**config.mk**
```make
export PLATFORM = sky130hd
export DESIGN_NAME = srbc_top
export DESIGN_NICKNAME = d
export VERILOG_FILES = /design/src/rtl/srbc_sync3.v /design/src/rtl/srbc_top.v
export VERILOG_INCLUDE_DIRS = /design/src /design/src/rtl
export SDC_FILE = /design/constraint.sdc
export NUM_CORES = 1
export LEC_CHECK = 0
export BUFFER_PORTS_ARGS = -buffer_cell sky130_fd_sc_hd__buf_2
export CORE_MARGIN = 8
export CORE_UTILIZATION = 49
export CTS_CLUSTER_SIZE = 28
export DETAILED_ROUTE_END_ITERATION = 10
export PLACE_DENSITY = 0.8
export SYNTH_ARGS = -nofsm -noshare
export SYNTH_HDL_FRONTEND = slang
export SYNTH_SLANG_ARGS = --single-unit
export TNS_END_PERCENT = 1
```
**constraint.sdc**
```tcl
create_clock -name CORE_CLK_I -period 2.8 [get_ports CORE_CLK_I]
set_input_delay 0.14 -clock CORE_CLK_I [delete_from_list [all_inputs] [get_ports CORE_CLK_I]]
set_output_delay 0.14 -clock CORE_CLK_I [all_outputs]
set_load 0.02 [all_outputs]
```
**src/rtl/srbc_defines.vh**
```
// Reset and droop control: offsets, fields, timing.
// Assumes a 250 MHz core clock.
`ifndef SRBC_DEFINES_VH
`define SRBC_DEFINES_VH

// ----------------------------------------
// Register byte offsets
// ----------------------------------------
`define SRBC_OFS_STATUS   12'h000
`define SRBC_OFS_ENABLE   12'h004
`define SRBC_OFS_CLEAR    12'h008
`define SRBC_OFS_RAW      12'h00C
`define SRBC_OFS_MEMMAP   12'h010
`define SRBC_OFS_GUARD    12'h014
`define SRBC_OFS_RSTSRC   12'h018
`define SRBC_OFS_EXTCFG   12'h01C

// ----------------------------------------
// Event bit positions (status, enable, clear)
// ----------------------------------------
`define SRBC_EV_DROOP     0
`define SRBC_EV_EXTWAKE   1
`define SRBC_EV_FLASHRDY  2
`define SRBC_EV_W         3

// ----------------------------------------
// Reset source bits
// ----------------------------------------
`define SRBC_SRC_PIN      0
`define SRBC_SRC_WDT      1
`define SRBC_SRC_POR      2
`define SRBC_SRC_DROOP    3

// ----------------------------------------
// Vector window selection
// ----------------------------------------
`define SRBC_MAP_BOOTROM  2'h0
`define SRBC_MAP_SRAM     2'h1
`define SRBC_MAP_EXTMEM   2'h2

// ----------------------------------------
// Guard patterns held in the flash guard word
// ----------------------------------------
`define SRBC_PAT_PARTIAL  32'h12345678
`define SRBC_PAT_FULLERA  32'h87654321
`define SRBC_PAT_LOCKED   32'h43218765

`define SRBC_LVL_NONE     2'h0
`define SRBC_LVL_PARTIAL  2'h1
`define SRBC_LVL_FULLERA  2'h2
`define SRBC_LVL_LOCKED   2'h3

// ----------------------------------------
// Timing
// ----------------------------------------
`define SRBC_CLK_MHZ         250
`define SRBC_WAKE_CLKS       16'h0400
`define SRBC_FLASH_WAKE_US   100
`define SRBC_FLASH_WAKE_CLKS 16'h61A8
`define SRBC_CNT_W           16

`define SRBC_EXT_N           4

`endif

```
**src/rtl/srbc_sync3.v**
```verilog
// Three-stage input synchroniser with agreement filter.
// Assumes d_i is asynchronous; q_o follows once stages two and three agree.
`timescale 1ns/1ps
`default_nettype none

module srbc_sync3 #(
    parameter W = 1,
    parameter [W-1:0] INIT = {W{1'b0}}
) (
    input  wire         clk_i,
    input  wire         nrst_i,
    input  wire [W-1:0] d_i,
    output reg  [W-1:0] q_o
);

    reg [W-1:0] s1_r;
    reg [W-1:0] s2_r;
    reg [W-1:0] s3_r;
    integer     k;

    always @(posedge clk_i) begin
        if (!nrst_i) begin
            s1_r <= INIT;
            s2_r <= INIT;
            s3_r <= INIT;
            q_o  <= INIT;
        end else begin
            s1_r <= d_i;
            s2_r <= s1_r;
            s3_r <= s2_r;
            for (k = 0; k < W; k = k + 1) begin
                if (s2_r[k] == s3_r[k]) begin
                    q_o[k] <= s3_r[k];
                end
            end
        end
    end

endmodule // srbc_sync3

`default_nettype wire

```
**src/rtl/srbc_top.v**
```verilog
// Reset and droop control with APB slave.
// Assumes level comparator flags and a flash guard word;
// async inputs are synchronised here.
//
// Contract
// - Internal reset comes from the pin, watchdog, power-on or droop reset.
// - Any source restarts the wake-up count; reset holds until pin release, oscillator, count and flash init.
// - On release the core fetches at address 0 via boot ROM with status, enable, map and external config registers at reset values.
// - A supply below 2.95 V raises the first droop request to the interrupt controller.
// - The request interrupts only when enabled and is always readable in a status bit.
// - A supply below 2.65 V asserts chip reset to protect flash.
// - Droop reset holds down to about 1 V, then power-on detection holds reset.
// - Both droop thresholds use hysteresis.
// - The guard level is decoded from a flash word pattern and never limits application flash calls.
// - Partial guard blocks debug and allows a loader subset that spares sector 0.
// - Full-erase guard blocks debug and allows only erase-all-then-program loading.
// - Locked guard blocks debug and the loader, including override-pin entry.
// - A mapping control serves the vector window at 0x0000 0000 from boot ROM, SRAM or external memory.
// - Up to 68 edge inputs plus up to four level external inputs are offered.
// - An enabled external interrupt input can wake the core from power-down.
// - After power-down wake, flash access waits 100 us.
`timescale 1ns/1ps
`default_nettype none
`include "srbc_defines.vh"

module srbc_top (
    input  wire        CORE_CLK_I,
    input  wire        NRST_I,
    // APB slave
    input  wire        PSEL_I,
    input  wire        PENABLE_I,
    input  wire        PWRITE_I,
    input  wire [11:0] PADDR_I,
    input  wire [31:0] PWDATA_I,
    output reg  [31:0] PRDATA_O,
    output reg         PREADY_O,
    output reg         PSLVERR_O,
    // Reset sources and analogue flags (asynchronous)
    input  wire        RESET_PIN_N_I,
    input  wire        WDT_RESET_I,
    input  wire        POR_I,
    input  wire        DROOP_IRQ_LOW_I,
    input  wire        DROOP_IRQ_HIGH_I,
    input  wire        DROOP_RST_LOW_I,
    input  wire        DROOP_RST_HIGH_I,
    input  wire        OSC_RUNNING_I,
    // Flash controller
    input  wire        FLASH_INIT_DONE_I,
    input  wire [31:0] GUARD_WORD_I,
    input  wire        GUARD_WORD_VALID_I,
    // Wake and external interrupts
    input  wire        POWER_DOWN_I,
    input  wire [3:0]  EXT_IRQ_I,
    input  wire [67:0] EDGE_IRQ_I,
    // Outputs
    output reg         SYS_RST_N_O,
    output reg         DROOP_IRQ_O,
    output reg         IRQ_O,
    output reg  [3:0]  EXT_IRQ_O,
    output reg  [67:0] EDGE_IRQ_O,
    output reg         WAKE_O,
    output reg         FLASH_ACCESS_OK_O,
    output reg  [1:0]  VECTOR_MAP_O,
    output reg  [1:0]  GUARD_LEVEL_O,
    output reg         DEBUG_BLOCK_O,
    output reg         LOADER_ALLOW_O,
    output reg         LOADER_OVERRIDE_ALLOW_O,
    output reg         LOADER_SECTOR0_BLOCK_O,
    output reg         LOADER_FULL_ERASE_ONLY_O,
    output reg         APP_FLASH_CALLS_ALLOW_O
);

    // ----------------------------------------
    // State machine codes
    // ----------------------------------------
    localparam [3:0] ST_HOLD  = 4'h1;
    localparam [3:0] ST_COUNT = 4'h2;
    localparam [3:0] ST_FLASH = 4'h4;
    localparam [3:0] ST_RUN   = 4'h8;

    localparam [`SRBC_CNT_W-1:0] WAKE_CNT  = `SRBC_WAKE_CLKS;
    localparam [`SRBC_CNT_W-1:0] FLASH_CNT = `SRBC_FLASH_WAKE_CLKS;

    // ----------------------------------------
    // Functions
    // ----------------------------------------
    function [1:0] guard_decode;
        input [31:0] w;
        begin
            case (w)
                `SRBC_PAT_PARTIAL: guard_decode = `SRBC_LVL_PARTIAL;
                `SRBC_PAT_FULLERA: guard_decode = `SRBC_LVL_FULLERA;
                `SRBC_PAT_LOCKED:  guard_decode = `SRBC_LVL_LOCKED;
                default:           guard_decode = `SRBC_LVL_NONE;
            endcase
        end
    endfunction

    // Set on the low trip, clear on the high trip
    function hyst;
        input cur;
        input below_low;
        input above_high;
        begin
            if (below_low) begin
                hyst = 1'b1;
            end else if (above_high) begin
                hyst = 1'b0;
            end else begin
                hyst = cur;
            end
        end
    endfunction

    // ----------------------------------------
    // Input synchronisers
    // ----------------------------------------
    wire [8:0] async_in;
    wire [8:0] sync_out;
    assign async_in = {FLASH_INIT_DONE_I, OSC_RUNNING_I, DROOP_RST_HIGH_I, DROOP_RST_LOW_I,
                       DROOP_IRQ_HIGH_I, DROOP_IRQ_LOW_I, POR_I, WDT_RESET_I, RESET_PIN_N_I};

    srbc_sync3 #(
        .W    (9),
        .INIT (9'h001)
    ) u_sync (
        .clk_i  (CORE_CLK_I),
        .nrst_i (NRST_I),
        .d_i    (async_in),
        .q_o    (sync_out)
    );

    wire [3:0] ext_sync;
    srbc_sync3 #(
        .W    (4),
        .INIT (4'h0)
    ) u_sync_ext (
        .clk_i  (CORE_CLK_I),
        .nrst_i (NRST_I),
        .d_i    (EXT_IRQ_I),
        .q_o    (ext_sync)
    );

    wire pin_n_s    = sync_out[0];
    wire wdt_s      = sync_out[1];
    wire por_s      = sync_out[2];
    wire irq_low_s  = sync_out[3];
    wire irq_high_s = sync_out[4];
    wire rst_low_s  = sync_out[5];
    wire rst_high_s = sync_out[6];
    wire osc_s      = sync_out[7];
    wire finit_s    = sync_out[8];

    // ----------------------------------------
    // Registers
    // ----------------------------------------
    reg                    droop_irq_r;
    reg                    droop_rst_r;
    reg [3:0]              state_r;
    reg [`SRBC_CNT_W-1:0]  cnt_r;
    reg [`SRBC_CNT_W-1:0]  fcnt_r;
    reg                    fwait_r;
    reg                    pd_r;
    reg [`SRBC_EV_W-1:0]   status_r;
    reg [`SRBC_EV_W-1:0]   enable_r;
    reg [1:0]              memmap_r;
    reg [3:0]              rstsrc_r;
    reg [3:0]              ext_wake_en_r;
    reg [3:0]              ext_en_r;
    reg [1:0]              guard_r;
    reg                    guard_ok_r;

    // ----------------------------------------
    // Droop detection with hysteresis
    // ----------------------------------------
    always @(posedge CORE_CLK_I) begin
        if (!NRST_I) begin
            droop_irq_r <= 1'b0;
            droop_rst_r <= 1'b0;
        end else begin
            droop_irq_r <= hyst(droop_irq_r, irq_low_s, irq_high_s);
            droop_rst_r <= hyst(droop_rst_r, rst_low_s, rst_high_s);
        end
    end

    // Droop reset stays until the supply recovers
    wire [3:0] src_now  = {droop_rst_r, por_s, wdt_s, ~pin_n_s};
    wire       any_src  = |src_now;

    // ----------------------------------------
    // Reset sequencer
    // ----------------------------------------
    always @(posedge CORE_CLK_I) begin
        if (!NRST_I) begin
            state_r <= ST_HOLD;
            cnt_r   <= {`SRBC_CNT_W{1'b0}};
        end else if (any_src) begin
            state_r <= ST_HOLD;
            cnt_r   <= {`SRBC_CNT_W{1'b0}};
        end else begin
            case (state_r)
                ST_HOLD: begin
                    if (pin_n_s && osc_s) begin
                        state_r <= ST_COUNT;
                    end
                end
                ST_COUNT: begin
                    if (!osc_s) begin
                        state_r <= ST_HOLD;
                        cnt_r   <= {`SRBC_CNT_W{1'b0}};
                    end else if (cnt_r == WAKE_CNT - 16'h0001) begin
                        state_r <= ST_FLASH;
                    end else begin
                        cnt_r <= cnt_r + 16'h0001;
                    end
                end
                ST_FLASH: begin
                    if (finit_s) begin
                        state_r <= ST_RUN;
                    end
                end
                ST_RUN: begin
                    state_r <= ST_RUN;
                end
                default: begin
                    state_r <= ST_HOLD;
                end
            endcase
        end
    end

    // Release waits for the sequencer
    wire in_reset = any_src || (state_r != ST_RUN);

    // ----------------------------------------
    // Flash wake-up timer after power-down
    // ----------------------------------------
    wire ext_wake = |(ext_sync & ext_wake_en_r);

    always @(posedge CORE_CLK_I) begin
        if (!NRST_I || in_reset) begin
            pd_r    <= 1'b0;
            fwait_r <= 1'b0;
            fcnt_r  <= {`SRBC_CNT_W{1'b0}};
        end else begin
            pd_r <= POWER_DOWN_I && !ext_wake;
            if (pd_r && ext_wake) begin
                fwait_r <= 1'b1;
                fcnt_r  <= {`SRBC_CNT_W{1'b0}};
            end else if (fwait_r) begin
                if (fcnt_r == FLASH_CNT - 16'h0001) begin
                    fwait_r <= 1'b0;
                end else begin
                    fcnt_r <= fcnt_r + 16'h0001;
                end
            end
        end
    end

    // ----------------------------------------
    // Guard level, latched once from flash
    // ----------------------------------------
    always @(posedge CORE_CLK_I) begin
        if (!NRST_I) begin
            guard_r    <= `SRBC_LVL_NONE;
            guard_ok_r <= 1'b0;
        end else if (!guard_ok_r && GUARD_WORD_VALID_I) begin
            guard_r    <= guard_decode(GUARD_WORD_I);
            guard_ok_r <= 1'b1;
        end
    end

    // ----------------------------------------
    // APB slave
    // ----------------------------------------
    wire       apb_acc = PSEL_I && PENABLE_I && !PREADY_O;
    wire       apb_wr  = apb_acc && PWRITE_I;
    wire       hit     = (PADDR_I[11:5] == 7'h00) && (PADDR_I[1:0] == 2'h0);
    wire       wr_clr  = apb_wr && hit && (PADDR_I == `SRBC_OFS_CLEAR);
    wire [`SRBC_EV_W-1:0] ev_now;
    reg                   ext_prev_r;
    wire                  ext_lvl = |(ext_sync & ext_en_r);

    assign ev_now = {fwait_r && (fcnt_r == FLASH_CNT - 16'h0001), pd_r && ext_wake, droop_irq_r};

    reg [31:0] rd_nxt;
    always @* begin
        rd_nxt = 32'h00000000;
        case (PADDR_I)
            `SRBC_OFS_STATUS: rd_nxt[`SRBC_EV_W-1:0] = status_r;
            `SRBC_OFS_ENABLE: rd_nxt[`SRBC_EV_W-1:0] = enable_r;
            `SRBC_OFS_RAW:    rd_nxt[0]              = droop_irq_r;
            `SRBC_OFS_MEMMAP: rd_nxt[1:0]            = memmap_r;
            `SRBC_OFS_GUARD:  rd_nxt[1:0]            = guard_r;
            `SRBC_OFS_RSTSRC: rd_nxt[3:0]            = rstsrc_r;
            `SRBC_OFS_EXTCFG: rd_nxt[7:0]            = {ext_wake_en_r, ext_en_r};
            default:          rd_nxt                 = 32'h00000000;
        endcase
    end

    always @(posedge CORE_CLK_I) begin
        if (!NRST_I || in_reset) begin
            PREADY_O      <= 1'b0;
            PSLVERR_O     <= 1'b0;
            PRDATA_O      <= 32'h00000000;
            status_r      <= {`SRBC_EV_W{1'b0}};
            enable_r      <= {`SRBC_EV_W{1'b0}};
            memmap_r      <= `SRBC_MAP_BOOTROM;
            ext_wake_en_r <= 4'h0;
            ext_en_r      <= 4'h0;
            ext_prev_r    <= 1'b0;
        end else begin
            PREADY_O   <= apb_acc;
            PSLVERR_O  <= apb_acc && !hit;
            PRDATA_O   <= (apb_acc && !PWRITE_I && hit) ? rd_nxt : 32'h00000000;
            ext_prev_r <= ext_lvl;
            // Set wins over a simultaneous clear
            status_r <= (status_r & ~(wr_clr ? PWDATA_I[`SRBC_EV_W-1:0] : {`SRBC_EV_W{1'b0}}))
                        | ev_now;
            if (apb_wr && hit) begin
                case (PADDR_I)
                    `SRBC_OFS_ENABLE: enable_r <= PWDATA_I[`SRBC_EV_W-1:0];
                    `SRBC_OFS_MEMMAP: memmap_r <= (PWDATA_I[1:0] == 2'h3) ? memmap_r : PWDATA_I[1:0];
                    `SRBC_OFS_EXTCFG: begin
                        ext_en_r      <= PWDATA_I[3:0];
                        ext_wake_en_r <= PWDATA_I[7:4];
                    end
                    default: begin
                        enable_r <= enable_r;
                    end
                endcase
            end
        end
    end

    // Reset cause survives internal reset; write ones to clear
    always @(posedge CORE_CLK_I) begin
        if (!NRST_I) begin
            rstsrc_r <= 4'h0;
        end else begin
            rstsrc_r <= (rstsrc_r & ~((apb_wr && PADDR_I == `SRBC_OFS_RSTSRC) ? PWDATA_I[3:0] : 4'h0))
                        | src_now;
        end
    end

    // ----------------------------------------
    // Registered outputs
    // ----------------------------------------
    always @(posedge CORE_CLK_I) begin
        if (!NRST_I) begin
            SYS_RST_N_O              <= 1'b0;
            DROOP_IRQ_O              <= 1'b0;
            IRQ_O                    <= 1'b0;
            EXT_IRQ_O                <= 4'h0;
            EDGE_IRQ_O               <= 68'h0;
            WAKE_O                   <= 1'b0;
            FLASH_ACCESS_OK_O        <= 1'b0;
            VECTOR_MAP_O             <= `SRBC_MAP_BOOTROM;
            GUARD_LEVEL_O            <= `SRBC_LVL_NONE;
            DEBUG_BLOCK_O            <= 1'b1;
            LOADER_ALLOW_O           <= 1'b0;
            LOADER_OVERRIDE_ALLOW_O  <= 1'b0;
            LOADER_SECTOR0_BLOCK_O   <= 1'b1;
            LOADER_FULL_ERASE_ONLY_O <= 1'b0;
            APP_FLASH_CALLS_ALLOW_O  <= 1'b0;
        end else begin
            SYS_RST_N_O              <= !in_reset;
            DROOP_IRQ_O              <= droop_irq_r;
            IRQ_O                    <= |(status_r & enable_r);
            EXT_IRQ_O                <= ext_sync & ext_en_r;
            EDGE_IRQ_O               <= EDGE_IRQ_I;
            WAKE_O                   <= pd_r && ext_wake && !ext_prev_r;
            FLASH_ACCESS_OK_O        <= !in_reset && !fwait_r && !(pd_r && ext_wake);
            VECTOR_MAP_O             <= memmap_r;
            GUARD_LEVEL_O            <= guard_r;
            DEBUG_BLOCK_O            <= !guard_ok_r || (guard_r != `SRBC_LVL_NONE);
            LOADER_ALLOW_O           <= guard_ok_r && (guard_r != `SRBC_LVL_LOCKED);
            LOADER_OVERRIDE_ALLOW_O  <= guard_ok_r && (guard_r != `SRBC_LVL_LOCKED);
            LOADER_SECTOR0_BLOCK_O   <= !guard_ok_r || (guard_r == `SRBC_LVL_PARTIAL);
            LOADER_FULL_ERASE_ONLY_O <= guard_ok_r && (guard_r == `SRBC_LVL_FULLERA);
            APP_FLASH_CALLS_ALLOW_O  <= !in_reset;
        end
    end

endmodule // srbc_top

`default_nettype wire

```
==> flow_metrics.env <==
export IMPL_outcome="finished, final reports clean"
export IMPL_multiInputGateArea_sq_um=3130
export IMPL_synthSimpleGateAreaFrac_pct=25.1
export IMPL_insertion_delay_ps=510
export IMPL_seq_area_frac_synth_pct=55.3
export IMPL_clk_path_buf_depth=3
export IMPL_routabilityCongestion=0.808
export IMPL_clock_root_buffer="clkbuf_16"
export IMPL_yosys_warnings=0
export IMPL_synth_top_family_by_area="simple AND/OR/NAND/NOR gates"
export IMPL_dr_first_iter_drc_count=344
export IMPL_cp_common_cell="dlygate4sd3_1"
export IMPL_fin_util_pct=70.2
export IMPL_wire_per_inst_um=16.2
export IMPL_synth_xor_area_share_pct=2.18
export IMPL_critPathBufInv=4
export IMPL_hpwl_um=13300
export IMPL_coreArea_sq_um=15200
export IMPL_ir_worst_vdd_uv=494
export IMPL_grt_pass1_vias=6509
export IMPL_pwr_share_seq_pct=45.7
export IMPL_r2r_end="cnt_r[8]$_SDFFE_PP0P_"
export IMPL_r2r_cells=5
export IMPL_r2r_start="cnt_r[0]$_SDFFE_PP0P_"
export IMPL_path_clk_slew_ps=60
export IMPL_tns_ps=0
export IMPL_cts_hold_fix_buffers=97
export IMPL_worst_slew_pin_slew_ps=938
export IMPL_hold_path_depth=4
export IMPL_netlist_area_sq_um=7640
export IMPL_grt_pass1_wl_um=33300
export IMPL_min_to="guard_r[1]$_SDFFE_PN0P_"
export IMPL_gr_usage_all_layers_pct=20.4
export IMPL_cpMaxStageDelayCell="dlygate4sd3_1"
export IMPL_die_h_um=141
export IMPL_dr_pass1_iters=5
export IMPL_synth_ff_type="dfxtp_1"
export IMPL_report_final_slew_viol_count=0
export IMPL_synth_top_cell_area_share_pct=55.3
export IMPL_synth_avg_cell_area_sq_um=9.98
export IMPL_std_cell_rows=45
export IMPL_vias=6454
export IMPL_cts_resized=0
export IMPL_crit_path_cell_trace="dlygate4sd3_1 > buf_2 > or4_1 > dlygate4sd3_1 > o31ai_1 > dlygate4sd3_1"
export IMPL_nFillCells=1064
export IMPL_critPathArrivalTime_ps=2750
export IMPL_finalCritPeriodShare_pct=81.9
export IMPL_clock_sinks=211
export IMPL_synth_fa_ha_area_share_pct=0.327
export IMPL_hp_class="primary input to register"
export IMPL_async_flop_share_pct=0
export IMPL_fmax_mhz=436
export IMPL_ant_nets=0
export IMPL_via_per_inst=4.95
export IMPL_endpoint_kind="register"
export IMPL_min_period_ps=2290
export IMPL_crit_path_start="GUARD_WORD_I[22]"
export IMPL_rsz0062_at_grt="no"
export IMPL_setup_viol=0
export IMPL_critPathTopFamily="buffers and inverters"
export IMPL_ys_ff_latch=211
export IMPL_post_route_drc_count=0
export IMPL_portBuffers=236
export IMPL_switching_share_pct=21.6
export IMPL_drive_gt1_share_pct=27.1
export IMPL_crit_cells=6
export IMPL_antenna_found_initial=1
export IMPL_setup_slack_ps=507
export IMPL_cts_setup_buffers=0
export IMPL_maxCapViolations=0
export IMPL_die_w_um=141
export IMPL_worst_setup_path_start_kind="primary input"
export IMPL_die_area_sq_um=19800
export IMPL_finalHoldViolCount=0
export IMPL_drt_total_wl_um=21100
export IMPL_start_util_pct=50.3
export IMPL_synthDistinctLibCells=58
export IMPL_p_int_mw=5.35
export IMPL_synth_mux_area_share_pct=2.18
export IMPL_nets=1263
export IMPL_cellPowerDensity_nw_per_um2=639
export IMPL_regArea_sq_um=4220
export IMPL_switchingPower_mw=1.48
export IMPL_worst_path_max_fanout=2
export IMPL_r2r_slack_ps=700
export IMPL_synth_edf_count=0
export IMPL_ys_top_cells_by_area="dfxtp_1, and2_1, buf_4, nor2_1, nand2_1"
export IMPL_power_frac_clock_pct=46.8
export IMPL_worstPathRequired_ps=3250
export IMPL_hp_start="GUARD_WORD_I[23]"
export IMPL_path_class="primary input to register"
export IMPL_slew_headroom_pct=37.5
export IMPL_areaGrowthSynthToFinish_pct=39.7
export IMPL_yosysTopAreaCell="dfxtp_1"
export IMPL_ios=285
export IMPL_synth_compound_area_share_pct=10.0
export IMPL_dp_slack_ps=715
export IMPL_max_stage_delay_ps=580
export IMPL_cts_tree="done"
export IMPL_htreeDepth=1
export IMPL_grt_max_degree=134
export IMPL_skew_ps=16.7
export IMPL_p_leak_nw=4.63
export IMPL_gr_total_overflow=0
export IMPL_cts_buffers_inserted=22
export IMPL_combPwrFrac_pct=7.6
export IMPL_netlist_instances=766
## worst reg2reg max path: stages (launching register included)
cell and delay [ps]:
dfxtp_1 410, ha_1 340, nand4_2 290, o41ai_4 570
nor3_1 110, a211o_1 280
## logic make-up (layout without fill, tap and decap cells)
kind of cell | after synthesis | count (layout)
simple gates | 335 | 335
flops | 211 | 211
compound gates | 115 | 115
buf+inv | 68 | 392
xor+xnor | 19 | 19
mux | 15 | 15
fa+ha+maj | 2 | 2
other cells | 1 | 26
## layout by cell type (no fill, tap or decap), types with 5 or more instances in the layout
cell | synthesis | final
a21oi_1 | 31 | 31
dfxtp_1 | 211 | 211
inv_1 | 13 | 13
nor4bb_1 | 6 | 6
dlygate4sd3_1 | 0 | 97
buf_2 | 2 | 235
nand3b_1 | 5 | 5
buf_4 | 26 | 7
a21o_1 | 8 | 8
nand3_1 | 12 | 12
xnor2_1 | 17 | 17
clkbuf_16 | 0 | 22
nor2_1 | 52 | 52
nor4_1 | 11 | 11
a21boi_0 | 12 | 12
a22oi_1 | 5 | 5
and3_1 | 9 | 9
and2_1 | 113 | 113
nand2_1 | 50 | 50
o21ai_0 | 34 | 34
clkbuf_8 | 0 | 7
or3_1 | 7 | 7
conb_1 | 1 | 24
nor3_1 | 20 | 20
nand4_1 | 9 | 9
nand2b_1 | 8 | 8
mux2i_1 | 11 | 11
## power groups by stage
stage	clock network, mW	logic [mW]	registers, mW
floorplan	0	0.170	3.24
global placement	0	0.388	3.17
detailed placement	0	0.394	3.18
CTS	3.25	0.501	3.11
global route	3.38	0.552	3.12
finish	3.19	0.517	3.12
## flip-flops by register name, summed over array words and instances, names as in the netlist, 3 cells and up
| register | count |
|---|---|
| status_r | 3 |
| state_r | 4 |
| enable_r | 3 |
| u_sync.s2_r | 9 |
| u_sync.s3_r | 9 |
| u_sync_ext.s1_r | 4 |
| u_sync_ext.s3_r | 4 |
| rstsrc_r | 4 |
| cnt_r | 16 |
| ext_en_r | 4 |
| u_sync_ext.q_o | 4 |
| fcnt_r | 16 |
| u_sync_ext.s2_r | 4 |
| EXT_IRQ_O | 4 |
| u_sync.s1_r | 9 |
| PRDATA_O | 8 |
| ext_wake_en_r | 4 |
| u_sync.q_o | 9 |
| EDGE_IRQ_O | 68 |
## how the worst max path moves through the flow
| stage | end | slack (ps) |
|---|---|---|
| after floorplan | cnt_r[15]$_SDFFE_PP0P_ | 870 |
| after global placement | cnt_r[8]$_SDFFE_PP0P_ | 750 |
| after detailed placement | cnt_r[8]$_SDFFE_PP0P_ | 720 |
| after CTS | guard_r[0]$_SDFFE_PN0P_ | 570 |
| after global routing | guard_r[0]$_SDFFE_PN0P_ | 370 |
| final | guard_r[0]$_SDFFE_PN0P_ | 510 |
## synth_stat cells, types with 3 or more instances
master    count
and3_1        9
nand3b_1      5
nor3_1       20
o21a_1        4
mux2_2        3
o21ai_0      34
a21o_1        8
and2_1      113
and4_1        4
o22ai_1       3
nor2_1       52
or3_1         7
nor4_1       11
a22oi_1       5
nor3b_1       4
nand2b_1      8
nand4_1       9
xnor2_1      17
a21oi_1      31
clkbuf_1     25
inv_1        13
nor4bb_1      6
buf_4        26
mux2i_1      11
nand2_1      50
dfxtp_1     211
nor4b_1       4
a31oi_1       4
a22o_2        3
nor2b_1       4
a21boi_0     12
nand3_1      12
## final cells by class
cell class	count	share of cell area (%)
inverter	13	0.457
antenna	2	0.0469
clock buffer	31	6.13
sequential	211	39.6
timing repair buffer	339	20.6
clock inverter	9	1.64
multi-input combinational	510	29.3
tap	188	2.20
## metrics by stage
step | instance area [sq um] | hold WS (ps) | instances | power, mW
finish | 10700 | 33.5 | 1303 | 6.83
global route | 10700 | 58.2 | 1302 | 7.06
CTS | 10700 | 29.9 | 1301 | 6.86
detailed placement | 8870 | 329 | 1164 | 3.57
global placement | 8870 | 326 | 1164 | 3.56
floorplan | 7730 | 241 | 789 | 3.41
## metal layers
metal  global-route usage [%]  up-vias  part of all wire, %
met2                     36.8      203                   52
met4                     5.88        0                  1.7
li1                         -     3232                    -
met1                     21.8     2988                   38
met3                     7.49       31                  8.2
met5                        0        -                    0
Note: power is estimated with default switching activity, not from simulation.
